### config.mk
export PLATFORM = sky130hd
export DESIGN_NAME = dsm_modulator
export DESIGN_NICKNAME = d
export VERILOG_FILES = /design/src/dsm_pkg.sv /design/src/dsm_modulator.sv
export SDC_FILE = /design/constraint.sdc
export NUM_CORES = 1
export LEC_CHECK = 0
export BUFFER_PORTS_ARGS = -buffer_cell sky130_fd_sc_hd__buf_2
export CORE_AREA = 5 5 113 115
export DETAILED_ROUTE_END_ITERATION = 8
export DIE_AREA = 0 0 118 120
export PLACE_DENSITY = 0.73
export SYNTH_ARGS = -nofsm -noshare
export SYNTH_HDL_FRONTEND = slang
export SYNTH_SLANG_ARGS = --single-unit
### constraint.sdc
create_clock -name clk_sys -period 3.8 [get_ports clk_sys]
set_input_delay 0.76 -clock clk_sys [delete_from_list [all_inputs] [get_ports clk_sys]]
set_output_delay 0.76 -clock clk_sys [all_outputs]
set_load 0.005 [all_outputs]
### src/dsm_pkg.sv
// package for the dsss transmit modulator: register map, fields, resets,
// enumerations, chip timing and the carrier structs.
// assumes a 100 MHz system clock and 8-bit register data.
package dsm_pkg;

  ////////////////////////////////////////////////////////////////////////////
  // register bus geometry
  localparam int unsigned DSM_AW = 6;
  localparam int unsigned DSM_DW = 8;

  // register addresses
  localparam logic [5:0] DSM_A_ROTATION = 6'h01; // rotation_sense_reg
  localparam logic [5:0] DSM_A_RATE = 6'h05; // tx_rate_select_reg
  localparam logic [5:0] DSM_A_PWR_SET = 6'h1f; // tx_power_setting_reg
  localparam logic [5:0] DSM_A_SCR_DIS = 6'h20; // scrambler_disable_reg
  localparam logic [5:0] DSM_A_SEED_LONG = 6'h24; // long_preamble_seed_reg
  localparam logic [5:0] DSM_A_SEED_SHORT = 6'h25; // short_preamble_seed_reg
  localparam logic [5:0] DSM_A_PWR_MEAS = 6'h3a; // tx_power_measure_reg
  localparam logic [5:0] DSM_A_TAPS = 6'h3c; // scrambler tap mask
  localparam logic [5:0] DSM_A_PKT_CTRL = 6'h3d; // packet control

  // field positions
  localparam int unsigned DSM_F_SCR_DIS = 2;
  localparam int unsigned DSM_F_ROT_TX = 6;
  localparam int unsigned DSM_F_ROT_RX = 7;
  localparam int unsigned DSM_F_SHORT_PRE = 0;

  // reset values
  localparam logic [7:0] DSM_RST_SEED_LONG = 8'h1b;
  localparam logic [7:0] DSM_RST_SEED_SHORT = 8'h6c;
  localparam logic [6:0] DSM_RST_TAPS = 7'h48; // taps at stages 4 and 7
  localparam logic [7:0] DSM_RST_ZERO = 8'h00;

  // barker word, bit k set where chip k is negated, chip 0 sent first
  localparam logic [10:0] DSM_BARKER_NEG = 11'h712;
  localparam logic [3:0] DSM_BARKER_LAST = 4'ha;
  localparam logic [3:0] DSM_CCK_LAST = 4'h7;

  // chip timing: 11 Mchip/s derived from the system clock
  localparam int unsigned DSM_CLK_KHZ = 100000;
  localparam int unsigned DSM_CHIP_KHZ = 11000;
  localparam int unsigned DSM_CHIP_DIV = DSM_CLK_KHZ / DSM_CHIP_KHZ;

  ////////////////////////////////////////////////////////////////////////////
  // payload rate field and packet sections
  typedef enum logic [1:0] {
    DSM_RATE_1M = 2'b00,
    DSM_RATE_2M = 2'b01,
    DSM_RATE_5M5 = 2'b10,
    DSM_RATE_11M = 2'b11
  } dsm_rate_t;

  typedef enum logic [1:0] {
    DSM_SEC_PREAMBLE = 2'b00,
    DSM_SEC_HEADER = 2'b01,
    DSM_SEC_PAYLOAD = 2'b10,
    DSM_SEC_RSVD = 2'b11
  } dsm_sec_t;

  typedef enum logic [1:0] {
    DSM_G_IDLE = 2'b00,
    DSM_G_REQ = 2'b01,
    DSM_G_TAKE = 2'b10,
    DSM_G_FULL = 2'b11
  } dsm_gather_t;

  ////////////////////////////////////////////////////////////////////////////
  // carriers
  typedef struct packed {
    logic [5:0] addr;
    logic [7:0] wdata;
    logic wr;
    logic rd;
  } dsm_reg_req_t;

  typedef struct packed {
    logic data;
    dsm_sec_t section;
  } dsm_txbit_t;

  typedef struct packed {
    logic valid;
    logic [1:0] i;
    logic [1:0] q;
  } dsm_chip_t;

endpackage

### src/dsm_modulator.sv
// dsss transmit modulator: scrambler, dbpsk/dqpsk barker spreader and cck
// code word generator, with its register file and power reporting.
// assumes the mac presents the next bit on tx_bit and advances it right
// after every edge at which bit_req is high; one clock, reset async low.
//
// Function
// RL1: scramble every section with a self-synchronizing seven-bit shift register.
// RL2: scrambler disable bit set passes bits through unscrambled.
// RL3: output is data xor parity of tapped quotient bits; taps programmable.
// RL4: seed 1b hex long preamble, 6c short; each seed register overrides.
// RL5: repetitive patterns may lock scrambler, any break restarts it.
// RL6: 1 Mbit/s and header bits differentially dbpsk coded, same on i and q.
// RL7: dqpsk dibit first bit earliest: 00 0, 01 +90, 11 +180, 10 -90.
// RL8: rotation counterclockwise; two bits reverse tx and rx sense.
// RL9: rate switches inside a packet: preamble dbpsk, header, payload own.
// RL10: 1 and 2 Mbit/s symbols spread by 11-chip barker on i and q.
// RL11: in 2 Mbit/s one coded bit drives i, the other q.
// RL12: cck symbol is eight complex chips at 11 Mchip/s, chip 0 first.
// RL13: cck phases: p1 all, p2 odd, p3 odd pairs, p4 odd quads; negate 3, 6; code adds p2, p3, p4 at even chips, even pairs, first quad.
// RL14: cck phase one dqpsk, rotating whole symbol; last chip is reference.
// RL15: 5.5 Mbit/s uses nibbles: dibit one to phase one, last two code word.
// RL16: phase one 00 0, 01 pi/2, 11 pi, 10 3pi/2; odd payload adds pi.
// RL17: 5.5 Mbit/s phase two d2 pi plus pi/2, phase three 0, four d3 pi.
// RL18: 11 Mbit/s symbol carries eight bits; first dibit dqpsk phase one.
// RL19: first cck phase one change relative to preceding symbol phase one.
// RL20: 11 Mbit/s dibits two to four give phases two to four, binary.
// RL21: transmit power samples stored in readable power measure register.
// RL22: controller writes desired power level into power setting register.
// RL23: controller picks payload rate: 00 1M, 01 2M, 10 5.5M, 11 11M.
// RL24: short preamble mode sends header at 2 Mbit/s.
// RL25: one chip per chip period with strobe; zero outside packets.
`timescale 1ns/1ns

module dsm_modulator #(
  parameter int unsigned CHIP_DIV = dsm_pkg::DSM_CHIP_DIV
) (
  input wire logic clk_sys,
  input wire logic rst_n,
  input wire dsm_pkg::dsm_reg_req_t reg_req,
  output logic [7:0] reg_rdata,
  input wire logic tx_pe,
  input wire dsm_pkg::dsm_txbit_t tx_bit,
  output logic bit_req,
  output dsm_pkg::dsm_chip_t chip_out,
  input wire logic [7:0] pwr_sample,
  input wire logic pwr_sample_valid,
  output logic [7:0] tx_power_level
);
  import dsm_pkg::*;

  ////////////////////////////////////////////////////////////////////////////
  // functions

  // dqpsk dibit to quadrant step, first bit in d0
  function automatic logic [1:0] dq_step(input logic d0, input logic d1);
    logic [1:0] s;
    s = {d0, d0 ^ d1};
    return s;
  endfunction

  // cck chip k quadrant from phases one to four
  function automatic logic [1:0] cck_chip(input logic [2:0] k,
                                          input logic [1:0] p1,
                                          input logic [1:0] p2,
                                          input logic [1:0] p3,
                                          input logic [1:0] p4);
    logic [1:0] s;
    s = p1;
    if (!k[0]) s = s + p2; // RL13
    if (!k[1]) s = s + p3; // RL13
    if (!k[2]) s = s + p4; // RL13
    if (k == 3'd3 || k == 3'd6) s = s + 2'd2; // RL13
    return s;
  endfunction

  ////////////////////////////////////////////////////////////////////////////
  // register file
  logic [7:0] rot_ff;
  logic [1:0] rate_ff;
  logic [7:0] pwr_set_ff;
  logic [7:0] scr_dis_ff;
  logic [7:0] seed_long_ff;
  logic [7:0] seed_short_ff;
  logic [7:0] pwr_meas_ff;
  logic [6:0] taps_ff;
  logic short_pre_ff;
  logic [7:0] nxt_rdata;

  // software writes
  always_ff @(posedge clk_sys or negedge rst_n) begin
    if (!rst_n) begin
      rot_ff <= DSM_RST_ZERO;
      rate_ff <= DSM_RATE_1M;
      pwr_set_ff <= DSM_RST_ZERO;
      scr_dis_ff <= DSM_RST_ZERO;
      seed_long_ff <= DSM_RST_SEED_LONG;
      seed_short_ff <= DSM_RST_SEED_SHORT;
      taps_ff <= DSM_RST_TAPS;
      short_pre_ff <= 1'b0;
    end else if (reg_req.wr) begin
      case (reg_req.addr)
        DSM_A_ROTATION: rot_ff <= reg_req.wdata; // RL8
        DSM_A_RATE: rate_ff <= reg_req.wdata[1:0]; // RL23
        DSM_A_PWR_SET: pwr_set_ff <= reg_req.wdata; // RL22
        DSM_A_SCR_DIS: scr_dis_ff <= reg_req.wdata; // RL2
        DSM_A_SEED_LONG: seed_long_ff <= reg_req.wdata; // RL4
        DSM_A_SEED_SHORT: seed_short_ff <= reg_req.wdata; // RL4
        DSM_A_TAPS: taps_ff <= reg_req.wdata[6:0]; // RL3
        DSM_A_PKT_CTRL: short_pre_ff <= reg_req.wdata[DSM_F_SHORT_PRE];
        default: ;
      endcase
    end
  end

  // power measurement capture
  always_ff @(posedge clk_sys or negedge rst_n) begin
    if (!rst_n) begin
      pwr_meas_ff <= DSM_RST_ZERO;
    end else if (pwr_sample_valid) begin
      pwr_meas_ff <= pwr_sample; // RL21
    end
  end

  // read mux, unmapped addresses read zero
  always_comb begin
    nxt_rdata = 8'h00;
    case (reg_req.addr)
      DSM_A_ROTATION: nxt_rdata = rot_ff;
      DSM_A_RATE: nxt_rdata = {6'h00, rate_ff};
      DSM_A_PWR_SET: nxt_rdata = pwr_set_ff;
      DSM_A_SCR_DIS: nxt_rdata = scr_dis_ff;
      DSM_A_SEED_LONG: nxt_rdata = seed_long_ff;
      DSM_A_SEED_SHORT: nxt_rdata = seed_short_ff;
      DSM_A_PWR_MEAS: nxt_rdata = pwr_meas_ff; // RL21
      DSM_A_TAPS: nxt_rdata = {1'b0, taps_ff};
      DSM_A_PKT_CTRL: nxt_rdata = {7'h00, short_pre_ff};
      default: nxt_rdata = 8'h00;
    endcase
  end

  // read data stands in the cycle after the strobe only
  always_ff @(posedge clk_sys or negedge rst_n) begin
    if (!rst_n) begin
      reg_rdata <= 8'h00;
    end else begin
      reg_rdata <= reg_req.rd ? nxt_rdata : 8'h00;
    end
  end

  // power level drive
  always_ff @(posedge clk_sys or negedge rst_n) begin
    if (!rst_n) begin
      tx_power_level <= DSM_RST_ZERO;
    end else begin
      tx_power_level <= pwr_set_ff; // RL22
    end
  end

  ////////////////////////////////////////////////////////////////////////////
  // packet start detect and chip rate divider
  logic pe_d_ff;
  logic pkt_start;
  logic [7:0] div_ff;
  logic chip_en;

  assign pkt_start = tx_pe && !pe_d_ff;
  assign chip_en = tx_pe && (div_ff == 8'(CHIP_DIV - 1));

  // edge history of the enable
  always_ff @(posedge clk_sys or negedge rst_n) begin
    if (!rst_n) begin
      pe_d_ff <= 1'b0;
    end else begin
      pe_d_ff <= tx_pe;
    end
  end

  // divider runs only inside packets
  always_ff @(posedge clk_sys or negedge rst_n) begin
    if (!rst_n) begin
      div_ff <= 8'h00;
    end else if (!tx_pe || chip_en) begin
      div_ff <= 8'h00;
    end else begin
      div_ff <= div_ff + 8'h01; // RL12
    end
  end

  ////////////////////////////////////////////////////////////////////////////
  // scrambler
  logic [6:0] scr_ff;
  logic scr_out;

  // output is data xor parity of tapped quotient bits; a break in a
  // repeated input pattern reseeds the register with new quotient bits
  assign scr_out = scr_dis_ff[DSM_F_SCR_DIS] ? tx_bit.data : // RL2
                   tx_bit.data ^ (^(scr_ff & taps_ff)); // RL3 RL5

  ////////////////////////////////////////////////////////////////////////////
  // bit gathering
  dsm_gather_t g_state_ff;
  logic [3:0] g_cnt_ff;
  logic [3:0] g_need_ff;
  logic [7:0] g_buf_ff;
  dsm_rate_t g_mode_ff;
  dsm_sec_t g_sec_ff;
  dsm_rate_t next_mode;
  logic load;

  // mode of the symbol about to be gathered
  always_comb begin
    case (tx_bit.section)
      DSM_SEC_PREAMBLE: next_mode = DSM_RATE_1M; // RL9
      DSM_SEC_HEADER: next_mode = short_pre_ff ? DSM_RATE_2M : // RL24
                                  DSM_RATE_1M; // RL6
      DSM_SEC_PAYLOAD: next_mode = dsm_rate_t'(rate_ff); // RL9 RL23
      default: next_mode = DSM_RATE_1M;
    endcase
  end

  // scrambler register holds the last quotient bits
  always_ff @(posedge clk_sys or negedge rst_n) begin
    if (!rst_n) begin
      scr_ff <= DSM_RST_SEED_LONG[6:0];
    end else if (pkt_start) begin
      scr_ff <= short_pre_ff ? seed_short_ff[6:0] : // RL4
                seed_long_ff[6:0];
    end else if (g_state_ff == DSM_G_TAKE) begin
      scr_ff <= {scr_ff[5:0], scr_out}; // RL1
    end
  end

  // request, take and store bits of one symbol
  always_ff @(posedge clk_sys or negedge rst_n) begin
    if (!rst_n) begin
      g_state_ff <= DSM_G_IDLE;
      g_cnt_ff <= 4'h0;
      g_need_ff <= 4'h1;
      g_buf_ff <= 8'h00;
      g_mode_ff <= DSM_RATE_1M;
      g_sec_ff <= DSM_SEC_PREAMBLE;
      bit_req <= 1'b0;
    end else if (!tx_pe || pkt_start) begin
      g_state_ff <= DSM_G_IDLE;
      g_cnt_ff <= 4'h0;
      bit_req <= 1'b0;
    end else begin
      bit_req <= 1'b0;
      case (g_state_ff)
        DSM_G_IDLE: begin
          g_mode_ff <= next_mode;
          g_sec_ff <= tx_bit.section;
          g_cnt_ff <= 4'h0;
          g_buf_ff <= 8'h00;
          case (next_mode)
            DSM_RATE_1M: g_need_ff <= 4'h1;
            DSM_RATE_2M: g_need_ff <= 4'h2;
            DSM_RATE_5M5: g_need_ff <= 4'h4; // RL15
            default: g_need_ff <= 4'h8; // RL18
          endcase
          g_state_ff <= DSM_G_REQ;
        end
        DSM_G_REQ: begin
          bit_req <= 1'b1;
          g_state_ff <= DSM_G_TAKE;
        end
        DSM_G_TAKE: begin
          g_buf_ff[g_cnt_ff[2:0]] <= scr_out; // RL7 RL18
          g_cnt_ff <= g_cnt_ff + 4'h1;
          g_state_ff <= (g_cnt_ff + 4'h1 == g_need_ff) ? DSM_G_FULL :
                        DSM_G_REQ;
        end
        DSM_G_FULL: begin
          if (load) begin
            g_state_ff <= DSM_G_IDLE;
          end
        end
        default: g_state_ff <= DSM_G_IDLE;
      endcase
    end
  end

  ////////////////////////////////////////////////////////////////////////////
  // symbol load and chip engine
  logic act_ff;
  logic [3:0] idx_ff;
  dsm_rate_t s_mode_ff;
  logic [1:0] ph_ff;
  logic [1:0] p2_ff;
  logic [1:0] p3_ff;
  logic [1:0] p4_ff;
  logic odd_ff;
  logic [3:0] s_last;
  logic [1:0] nxt_ph;
  logic [1:0] cur_q;

  assign s_last = (s_mode_ff == DSM_RATE_5M5 || s_mode_ff == DSM_RATE_11M) ?
                  DSM_CCK_LAST : DSM_BARKER_LAST;
  assign load = (g_state_ff == DSM_G_FULL) &&
                (!act_ff || (chip_en && idx_ff == s_last));

  // differential phase of the next symbol, relative to the preceding one
  always_comb begin
    case (g_mode_ff)
      DSM_RATE_1M: nxt_ph = ph_ff + {g_buf_ff[0], 1'b0}; // RL6
      DSM_RATE_2M: nxt_ph = ph_ff + dq_step(g_buf_ff[0], g_buf_ff[1]); // RL7
      default: begin
        nxt_ph = ph_ff + dq_step(g_buf_ff[0], g_buf_ff[1]); // RL14 RL16 RL19
        if (g_sec_ff == DSM_SEC_PAYLOAD && odd_ff) begin
          nxt_ph = nxt_ph + 2'd2; // RL16 RL18
        end
      end
    endcase
  end

  // load a gathered symbol and step through its chips
  always_ff @(posedge clk_sys or negedge rst_n) begin
    if (!rst_n) begin
      act_ff <= 1'b0;
      idx_ff <= 4'h0;
      s_mode_ff <= DSM_RATE_1M;
      ph_ff <= 2'd0;
      p2_ff <= 2'd0;
      p3_ff <= 2'd0;
      p4_ff <= 2'd0;
      odd_ff <= 1'b0;
    end else if (!tx_pe || pkt_start) begin
      act_ff <= 1'b0;
      idx_ff <= 4'h0;
      ph_ff <= 2'd0;
      odd_ff <= 1'b0;
    end else if (load) begin
      act_ff <= 1'b1;
      idx_ff <= 4'h0;
      s_mode_ff <= g_mode_ff; // RL9
      ph_ff <= nxt_ph; // RL14
      if (g_sec_ff == DSM_SEC_PAYLOAD) begin
        odd_ff <= !odd_ff; // RL16
      end
      if (g_mode_ff == DSM_RATE_5M5) begin
        p2_ff <= {g_buf_ff[2], 1'b1}; // RL17
        p3_ff <= 2'd0; // RL17
        p4_ff <= {g_buf_ff[3], 1'b0}; // RL17
      end else begin
        p2_ff <= {g_buf_ff[2], g_buf_ff[3]}; // RL20
        p3_ff <= {g_buf_ff[4], g_buf_ff[5]}; // RL20
        p4_ff <= {g_buf_ff[6], g_buf_ff[7]}; // RL20
      end
    end else if (act_ff && chip_en) begin
      if (idx_ff == s_last) begin
        act_ff <= 1'b0;
      end else begin
        idx_ff <= idx_ff + 4'h1;
      end
    end
  end

  // quadrant of the chip now due
  always_comb begin
    if (s_mode_ff == DSM_RATE_5M5 || s_mode_ff == DSM_RATE_11M) begin
      cur_q = cck_chip(idx_ff[2:0], ph_ff, p2_ff, p3_ff, p4_ff); // RL13 RL14
    end else begin
      cur_q = ph_ff + {DSM_BARKER_NEG[idx_ff], 1'b0}; // RL10 RL11
    end
  end

  ////////////////////////////////////////////////////////////////////////////
  // chip output: quadrant q is angle 45 + q*90 degrees
  always_ff @(posedge clk_sys or negedge rst_n) begin
    if (!rst_n) begin
      chip_out <= '0;
    end else if (!tx_pe) begin
      chip_out <= '0; // RL25
    end else if (act_ff && chip_en) begin
      chip_out.valid <= 1'b1; // RL25 RL12
      chip_out.i <= (cur_q[1] ^ cur_q[0]) ? 2'b11 : 2'b01; // RL11
      chip_out.q <= (cur_q[1] ^ rot_ff[DSM_F_ROT_TX]) ? 2'b11 : // RL8
                    2'b01; // RL11
    end else begin
      chip_out.valid <= 1'b0;
    end
  end

endmodule // dsm_modulator

# Word level (Yosys, flattened, before mapping)
# Memory sizes are Yosys's and may differ from the RTL's.
# Index checks and enable logic that the tools add are counted.
dict set report word_totals {
  n_memories 1
  register_bits 134
  in_bits 31
  romBits 16
}
# name depth width rd rd_ports_with_merged_regs wr line
set mem_list {}
lappend mem_list {{(name not given)} 16 1 1 0 0 dsm_modulator.sv:363} ;# cur_q = ph_ff + {DSM_BARKER_NEG[idx_ff], 1'b0};
dict set report classes {
  n_eq_ne 29
  magnitude_cmp 3
  mux 55
  n_bitwise 6
  addsub 11
  reduce_logical 41
}
# op count
set ops {}
lappend ops {{$pmux W8 S9} 1}
lappend ops {{$eq A6 B6 Y1 const B} 6}
lappend ops {{$mux W2} 18}
lappend ops {{$mux W4} 7}
lappend ops {{$reduce_and A2 Y1} 14}
lappend ops {{$mux W7} 3}
lappend ops {{$eq A2 B2 Y1 const B} 8}
lappend ops {{$mux W8} 2}
lappend ops {{$pmux W8 S2} 1}
lappend ops {{$mux W1} 15}
lappend ops {{$add A2 B2 Y2} 6}
lappend ops {{$pmux W4 S3} 1}
lappend ops {{$reduce_bool A3 Y1} 3}
lappend ops {{$add A4 B1 Y4 const B} 2}
lappend ops {{$add A8 B1 Y8 const B} 1}
lappend ops {{$bwmux W8} 1}
lappend ops {{$eq A2 B1 Y1 const B} 4}
lappend ops {{$eq A4 B4 Y1} 2}
lappend ops {{$eq A8 B4 Y1 const B} 1}
lappend ops {{$pmux W2 S2} 2}
lappend ops {{$pmux W2 S4} 1}
lappend ops {{$pmux W4 S2} 1}
lappend ops {{$reduce_bool A2 Y1} 4}
lappend ops {{$and A7 B7 Y7} 1}
lappend ops {{21 further kinds} 40}

# Depth between registers and ports, before layout
# Gate-level depths: netlist of run 1.
dict set report depth {
  depth_word 16
  depth_mapped 11
  mapped_depth_nobuf 11
}

# Worst setup path before layout of run 1
# OpenSTA, ideal clock, no wires.
dict set report synth_timing {
  path_kind {reg2reg}
  startpoint {reg ph_ff[0]}
  endpoint {reg chip_out[3] (netlist name)}
  path_stages_with_launch 12
  setup_slack_ns 0.995
  required_ns 3.662
  arrival_time_ns 2.667
  path_cell_list {dfrtp_1 ha_1 mux2_2 ha_1 mux2_2 ha_1 xor2_1 xnor2_1 o21ai_0 xnor2_1 a2111oi_0 a21oi_1}
}
dict set report synth_via {
  elab_chain_cells 16
  word_cells_on_any_way 17
  classes_between {add/sub (5); mux (11); bitwise (1)}
}
# element line
set synth_rtl {}
lappend synth_rtl {{start: declaration} dsm_modulator.sv:288} ;# logic [1:0] ph_ff;
lappend synth_rtl {{start signal: assignment} dsm_modulator.sv:336} ;# ph_ff <= nxt_ph;
lappend synth_rtl {{$add A2 B2 Y2} dsm_modulator.sv:69} ;# if (!k[0]) s = s + p2;
lappend synth_rtl {{$mux W2} dsm_modulator.sv:69}
lappend synth_rtl {{$mux W2} dsm_modulator.sv:360} ;# if (s_mode_ff == DSM_RATE_5M5 || s_mode_ff == DSM_RATE_11M) begin
lappend synth_rtl {{$add A2 B2 Y2} dsm_modulator.sv:70} ;# if (!k[1]) s = s + p3;
lappend synth_rtl {{$mux W2} dsm_modulator.sv:70}
lappend synth_rtl {{$mux W2} dsm_modulator.sv:360}
lappend synth_rtl {{$add A2 B2 Y2} dsm_modulator.sv:71} ;# if (!k[2]) s = s + p4;
lappend synth_rtl {{$mux W2} dsm_modulator.sv:71}
lappend synth_rtl {{$mux W2} dsm_modulator.sv:360}
lappend synth_rtl {{$add A2 B2 Y2} dsm_modulator.sv:72} ;# if (k == 3'd3 || k == 3'd6) s = s + 2'd2;
lappend synth_rtl {{$mux W2} dsm_modulator.sv:72}
lappend synth_rtl {{$mux W2 (*)} dsm_modulator.sv:360}
lappend synth_rtl {{$xor A1 B1 Y1 (*)} dsm_modulator.sv:376} ;# chip_out.i <= (cur_q[1] ^ cur_q[0]) ? 2'b11 : 2'b01;
lappend synth_rtl {{$mux W2 (*)} dsm_modulator.sv:376}
lappend synth_rtl {{$mux W4 (*)} dsm_modulator.sv:374} ;# end else if (act_ff && chip_en) begin
lappend synth_rtl {{$mux W5 (*)} dsm_modulator.sv:372} ;# end else if (!tx_pe) begin
lappend synth_rtl {{end: declaration} dsm_modulator.sv:44} ;# output dsm_pkg::dsm_chip_t chip_out,
# Every way passes the cells marked *; elsewhere a longest branch is shown, timed or not. The select of a mux whose other input is x is not followed.
# A chain may end at the register's enable or synchronous reset.

# Final worst setup path of run 1
# Ends and elaborated chain as after synthesis.

==> impl_metrics.toml, run 1 <==
[route]
drc = 0
antenna_left = 0
vias = 4490
via_per_inst = 5.877
routed_wl_mm = 14.05
first_pass_iters = 5
first_iter_violations = 513
wl_per_cell_um = 18.39

[setup_path]
critPathKind = "register to register"
crit_arrival_ns = 3.27
crit_fanout = 5
end_kind = "register"
required_ns = 4.08
start_kind = "register"

[floorplanning]
core_sq_mm = 0.01171
die_h_um = 120
dieArea_sq_mm = 0.01416
io_pins = 53
num_rows = 40
start_util = 0.5350
die_w_um = 118

[sta]
post-route-period-util = 0.7871
fin_setup_tns_ns = 0
fin_skew_ns = 0.006797
slew_violations = 0
hold_ws_ns = 0.3927
min_period_ns = 2.991
slew_headroom = 0.3722
tightest_slew_ns = 0.9418
fmax_ghz = 0.3343
rsz0062_at_grt = "no"
finalSetupViolCount = 0
hold_viol_final = 0

[placement]
io_buffers = 52
routabilityCongestion = 0.8075
dp_hpwl_mm = 9.498
place_inst = 732

[clock_network]
clockBufferDepth = 2
clk_pin_slew_ns = 0.06
cts_tree = "built"
root_buffer = "clkbuf_16"
cts_max_level = 4
cts_buffers = 17
insertion_delay_ns = 0.42
hold_buffers = 0
cts-resized-gates = 0
cts_sinks = 132
post_cts_buffers = 0

[synthesis]
yosysTopAreaCell = "dfrtp_1"
synth_most_common_cell = "dfrtp_1"
yosys_warnings = 0
synth_edf_count = 0
netlist.area_leader.share = 0.4673
ys_seq_area_frac = 0.5302
synth.avg_cell_area_sq_um = 11.43
netlist_area_sq_mm = 0.006266
synth_area_leaders = "dfrtp_1, mux2_2, dfstp_2"
synth.ff_latch_count = 132
synth_cell_types = 57
syn_inst = 548
synth_nets = 592
synth_top_flop_cell = "dfrtp_1"
yosys-top-cells-count = "dfrtp_1, mux2_2, nand2_1, nor2_1, nand3_1"
synthArstFlopShare = 1.000

[cells_and_area]
finalNetCount = 648
nFillCells = 910
final_layout_size_suffix_gt1_frac = 0.2966
regArea_sq_mm = 0.003322
insertedDiodeCount = 0
stdcell_count = 764
syn2layout_area_growth_pct = 16.01
multi_input_area_sq_mm = 0.002811

[global_routing]
grt_pass1_wl_mm = 23.67
first_global_vias = 4619
grtUsageTotal = 0.2103
grt_antenna_before_repair = 0
grt_start_max_net_pins = 74
overflow = 0

[pwr]
vdd.ir_drop.worst_mv = 0.3991
power.total_uw = 3567
power.density_mw_per_mm2 = 490.7
p_leak_uw = 0.003364

[status]
status = "finished clean"

[flow_run]
maxCapViolations = 0

[hold_path]
hp-class = "register to register"
==> worst paths after layout <==
| kind | to | startpoint | slack, ns | depth (start not counted) |
|---|---|---|---|---|
| worst max-delay path | chip_out[3] | ph_ff[0] | 0.81 | 11 |
| worst min-delay path | tx_power_level[7] | pwr_set_ff[7] | 0.39 | 0 |
| worst max register to register | chip_out[3] | ph_ff[0] | 0.81 | 11 |
| worst min register to register | tx_power_level[7] | pwr_set_ff[7] | 0.39 | 0 |
| max in group asynchronous | g_need_ff[0] | rst_n | 2.38 | 2 |
| min in group asynchronous | pwr_meas_ff[0] | rst_n | 0.48 | 1 |
==> through the flow <==
stage	util	setup WS, ns	instance area (sq um)
3_3_place_gp	0.5697	0.8918	6671
4_1_cts	0.6207	0.8254	7269
6_report	0.6207	0.8090	7269
2_1_floorplan	-	0.9949	6266
5_1_grt	0.6207	0.3726	7269
3_5_place_dp	0.5697	0.8396	6671
==> critical path, stage by stage, from the launching register on <==
cell       delay (ns)
dfrtp_1          0.42
ha_1             0.30
mux2_2           0.27
ha_1             0.27
mux2_2           0.28
ha_1             0.20
xor2_1           0.15
xnor2_1          0.12
o21ai_0          0.19
xnor2_1          0.16
a2111oi_0        0.42
a21oi_1          0.08
==> cells by family after synthesis <==
family,after synthesis,synth area share
AOI/OAI and AO/OA,96,0.1078
and+or+nand+nor,178,0.1438
DFF,132,0.5302
xor gates and xnor gates,29,0.04832
adders and majority gates,13,0.02596
muxes,69,0.1228
buffers and inverters,31,0.02117
==> metal layers <==
layer  share of wire  up-vias  track usage
met5               0        -            0
met4           0.020        0      0.08244
met3           0.049       23      0.05514
met2            0.50      128       0.3324
met1            0.43     2243       0.2783
li1                -     2096            -
==> where the power goes <==
group          switching [uW]  total, uW  internal [uW]
Clock                     612       1630           1020
Sequential               98.6       1640           1540
Combinational             155        300            145
Total                     865       3570           2700
==> cell type report <==
type,instances,area share
repair buffers,57,0.04303
clock buffers,21,0.06472
multi-input cells,385,0.3867
flip-flops and latches,132,0.4570
well taps,147,0.02530
clock inverters,11,0.01756
inverters,11,0.005680
==> cells in the final DEF, fill, tap and decap left out, types with 3 or more instances in the layout <==
| cell type | synthesis | layout |
|---|---|---|
| nor3_1 | 5 | 5 |
| clkinvlp_4 | 0 | 3 |
| nor3b_1 | 3 | 3 |
| clkbuf_16 | 0 | 17 |
| nor2b_1 | 12 | 12 |
| dfstp_2 | 15 | 15 |
| nor2_1 | 40 | 40 |
| mux2_2 | 63 | 63 |
| a222oi_1 | 6 | 6 |
| clkbuf_8 | 0 | 3 |
| a22oi_1 | 23 | 23 |
| nand2_2 | 5 | 5 |
| buf_2 | 4 | 51 |
| a21oi_1 | 7 | 7 |
| dfrtp_1 | 117 | 117 |
| inv_1 | 9 | 9 |
| xor2_1 | 13 | 13 |
| nor2_2 | 3 | 3 |
| nor4_1 | 3 | 3 |
| xnor2_1 | 12 | 12 |
| ha_1 | 13 | 13 |
| xnor3_1 | 3 | 3 |
| o31ai_1 | 8 | 8 |
| a21o_1 | 3 | 3 |
| and3_1 | 3 | 3 |
| clkinv_4 | 0 | 4 |
| nand2b_1 | 5 | 5 |
| mux2i_1 | 6 | 6 |
| nand2_1 | 56 | 56 |
| o21ai_0 | 15 | 15 |
| nand4_1 | 4 | 4 |
| a31oi_1 | 13 | 13 |
| nand3b_1 | 3 | 3 |
| nand3_1 | 24 | 24 |
| a211oi_1 | 7 | 7 |
| buf_4 | 1 | 5 |
==> sequential cells by signal (all words and copies together) (netlist names), 7 cells and up <==
signal	count
pwr_meas_ff	8
seed_long_ff	8
scr_ff	7
rot_ff	8
pwr_set_ff	8
taps_ff	7
div_ff	8
g_buf_ff	8
reg_rdata	8
tx_power_level	8
seed_short_ff	8
scr_dis_ff	8
(Power assumes the default switching activity.)
==> run 2: changes to the inputs <==
--- a/config.mk
+++ b/config.mk
@@ -6,10 +6,10 @@
 export NUM_CORES = 1
 export LEC_CHECK = 0
 export BUFFER_PORTS_ARGS = -buffer_cell sky130_fd_sc_hd__buf_2
-export CORE_AREA = 5 5 113 115
+export CORE_AREA = 5 5 114 116
 export DETAILED_ROUTE_END_ITERATION = 8
-export DIE_AREA = 0 0 118 120
-export PLACE_DENSITY = 0.73
+export DIE_AREA = 0 0 119 121
+export PLACE_DENSITY = 0.75
 export SYNTH_ARGS = -nofsm -noshare
 export SYNTH_HDL_FRONTEND = slang
 export SYNTH_SLANG_ARGS = --single-unit
==> constraint.sdc (replaced) <==
create_clock -name clk_sys -period 2.75 [get_ports clk_sys]
set_input_delay 0.55 -clock clk_sys [delete_from_list [all_inputs] [get_ports clk_sys]]
set_output_delay 0.55 -clock clk_sys [all_outputs]
set_load 0.005 [all_outputs]
==> impl_metrics.toml, run 2 (synthesized netlist as in run 1, its figures left out) <==
[status]
status = "finished clean"

[clock_network]
clk_pin_slew_ns = 0.06
hold_buffers = 0
cts_sinks = 132
insertion_delay_ns = 0.41
cts_buffers = 17
cts_max_level = 4
root_buffer = "clkbuf_16"
clockBufferDepth = 2
cts_tree = "built"

[sta]
slew_violations = 0
hold_viol_final = 0
min_period_ns = 2.723
tightest_slew_ns = 0.6405
fmax_ghz = 0.3672
post-route-period-util = 0.9902
slew_headroom = 0.5730
fin_skew_ns = 0.006871
rsz0062_at_grt = "yes"
finalSetupViolCount = 0
hold_ws_ns = 0.09112

[global_routing]
overflow = 0
grt_pass1_wl_mm = 23.76
grtUsageTotal = 0.2061
grt_start_max_net_pins = 78
first_global_vias = 4778
grt_antenna_before_repair = 0

[route]
first_iter_violations = 339
vias = 4623
first_pass_iters = 5
wl_per_cell_um = 18.14
via_per_inst = 5.950
antenna_left = 0
drc = 0
routed_wl_mm = 14.10

[cells_and_area]
syn2layout_area_growth_pct = 18.71
insertedDiodeCount = 0
layout_common_cells = "dfrtp_1, mux2_2, nand2_1"
final_common_cell = "dfrtp_1"
final_layout_size_suffix_gt1_frac = 0.3206
finalNetCount = 661

[floorplanning]
num_rows = 40
core_sq_mm = 0.01181
die_h_um = 121
dieArea_sq_mm = 0.01440
die_w_um = 119
io_pins = 53
start_util = 0.5305

[pwr]
p_leak_uw = 0.003443
vdd.ir_drop.worst_mv = 0.5503
power.density_mw_per_mm2 = 665.1
power.total_uw = 4947

[placement]
dp_hpwl_mm = 9.737
routabilityCongestion = 0.8446
io_buffers = 52

[setup_path]
startpoint = "ph_ff[0]"
required_ns = 3.08
crit_arrival_ns = 3.05
critPathSlowestCell = "dfrtp_1"
worstReg2RegStart = "ph_ff[0]"
crit_fanout = 3
ff2ff_setup_slack_ns = 0.03
crit_chain = "ha_1 -> mux2_4 -> ha_4 -> mux2_4 -> ha_4 -> xor2_4 -> xnor2_2 -> o21ai_2 -> xnor2_2 -> a211o_1 -> a21oi_1"
end_kind = "register"
critPathKind = "register to register"
start_kind = "register"
slowest_delay_ns = 0.38

[flow_run]
maxCapViolations = 0

[hold_path]
hp-class = "input pin to async pin"
[run 2: critical path: cells and delay by family, from the launching register on]
kind	cells	cell delay, ns
DFF	1	0.38
muxes	2	0.57
adders and majority gates	3	0.69
xor gates and xnor gates	3	0.41
AOI/OAI and AO/OA	3	0.59
[run 2: per-layer routing]
metal	global-route usage	wire (um)	part of all wire	vias up
met5	0	0	0	-
met4	0.05648	221	0.016	0
met3	0.05455	641	0.045	22
met2	0.3469	7123	0.51	117
met1	0.2641	6109	0.43	2356
li1	-	-	-	2128
[run 2: report_power, final]
| part | internal (uW) | switching, uW |
|---|---|---|
| combinational | 204 | 222 |
| clock | 1420 | 834 |
| sequential | 2130 | 136 |
| total | 3760 | 1190 |
[run 2: cell type report]
class,instances,area [sq um]
inverter,11,41.29
timing repair buffer,70,410.4
multi-input combinational,385,2888
clock inverter,13,160.2
tap,147,183.9
sequential,132,3322
clock buffer,19,432.9
fill,900,4373
[run 2: final timing paths]
check	endpoint	cells past startpoint
max	chip_out[3]	11
min	tx_power_level[6]	1
max reg2reg	chip_out[3]	11
min reg2reg	tx_power_level[5]	0
max in group asynchronous	g_need_ff[0]	2
min in group clk_sys	pwr_meas_ff[2]	2
[run 2: per-stage QoR]
stage	std cells	instance area, sq um	utilization	setup slack [ns]	setup TNS [ns]
after global routing	777	7438	0.6298	-0.1216	-0.2061
after global placement	742	6746	0.5712	0.006933	0
final	777	7438	0.6298	0.02683	0
after floorplan	548	6266	-	0.03088	0
after CTS	776	7388	0.6255	-0.04854	-0.04854
after detailed placement	742	6746	0.5712	-0.1019	-0.1379
[run 2: repair_timing]
action / in CTS / in global routing
cloned: 0 / 0
resized for setup: 6 / 6
pin swaps: 5 / 6
setup buffers: 2 / 1
setup endpoints to repair: 2 / 2
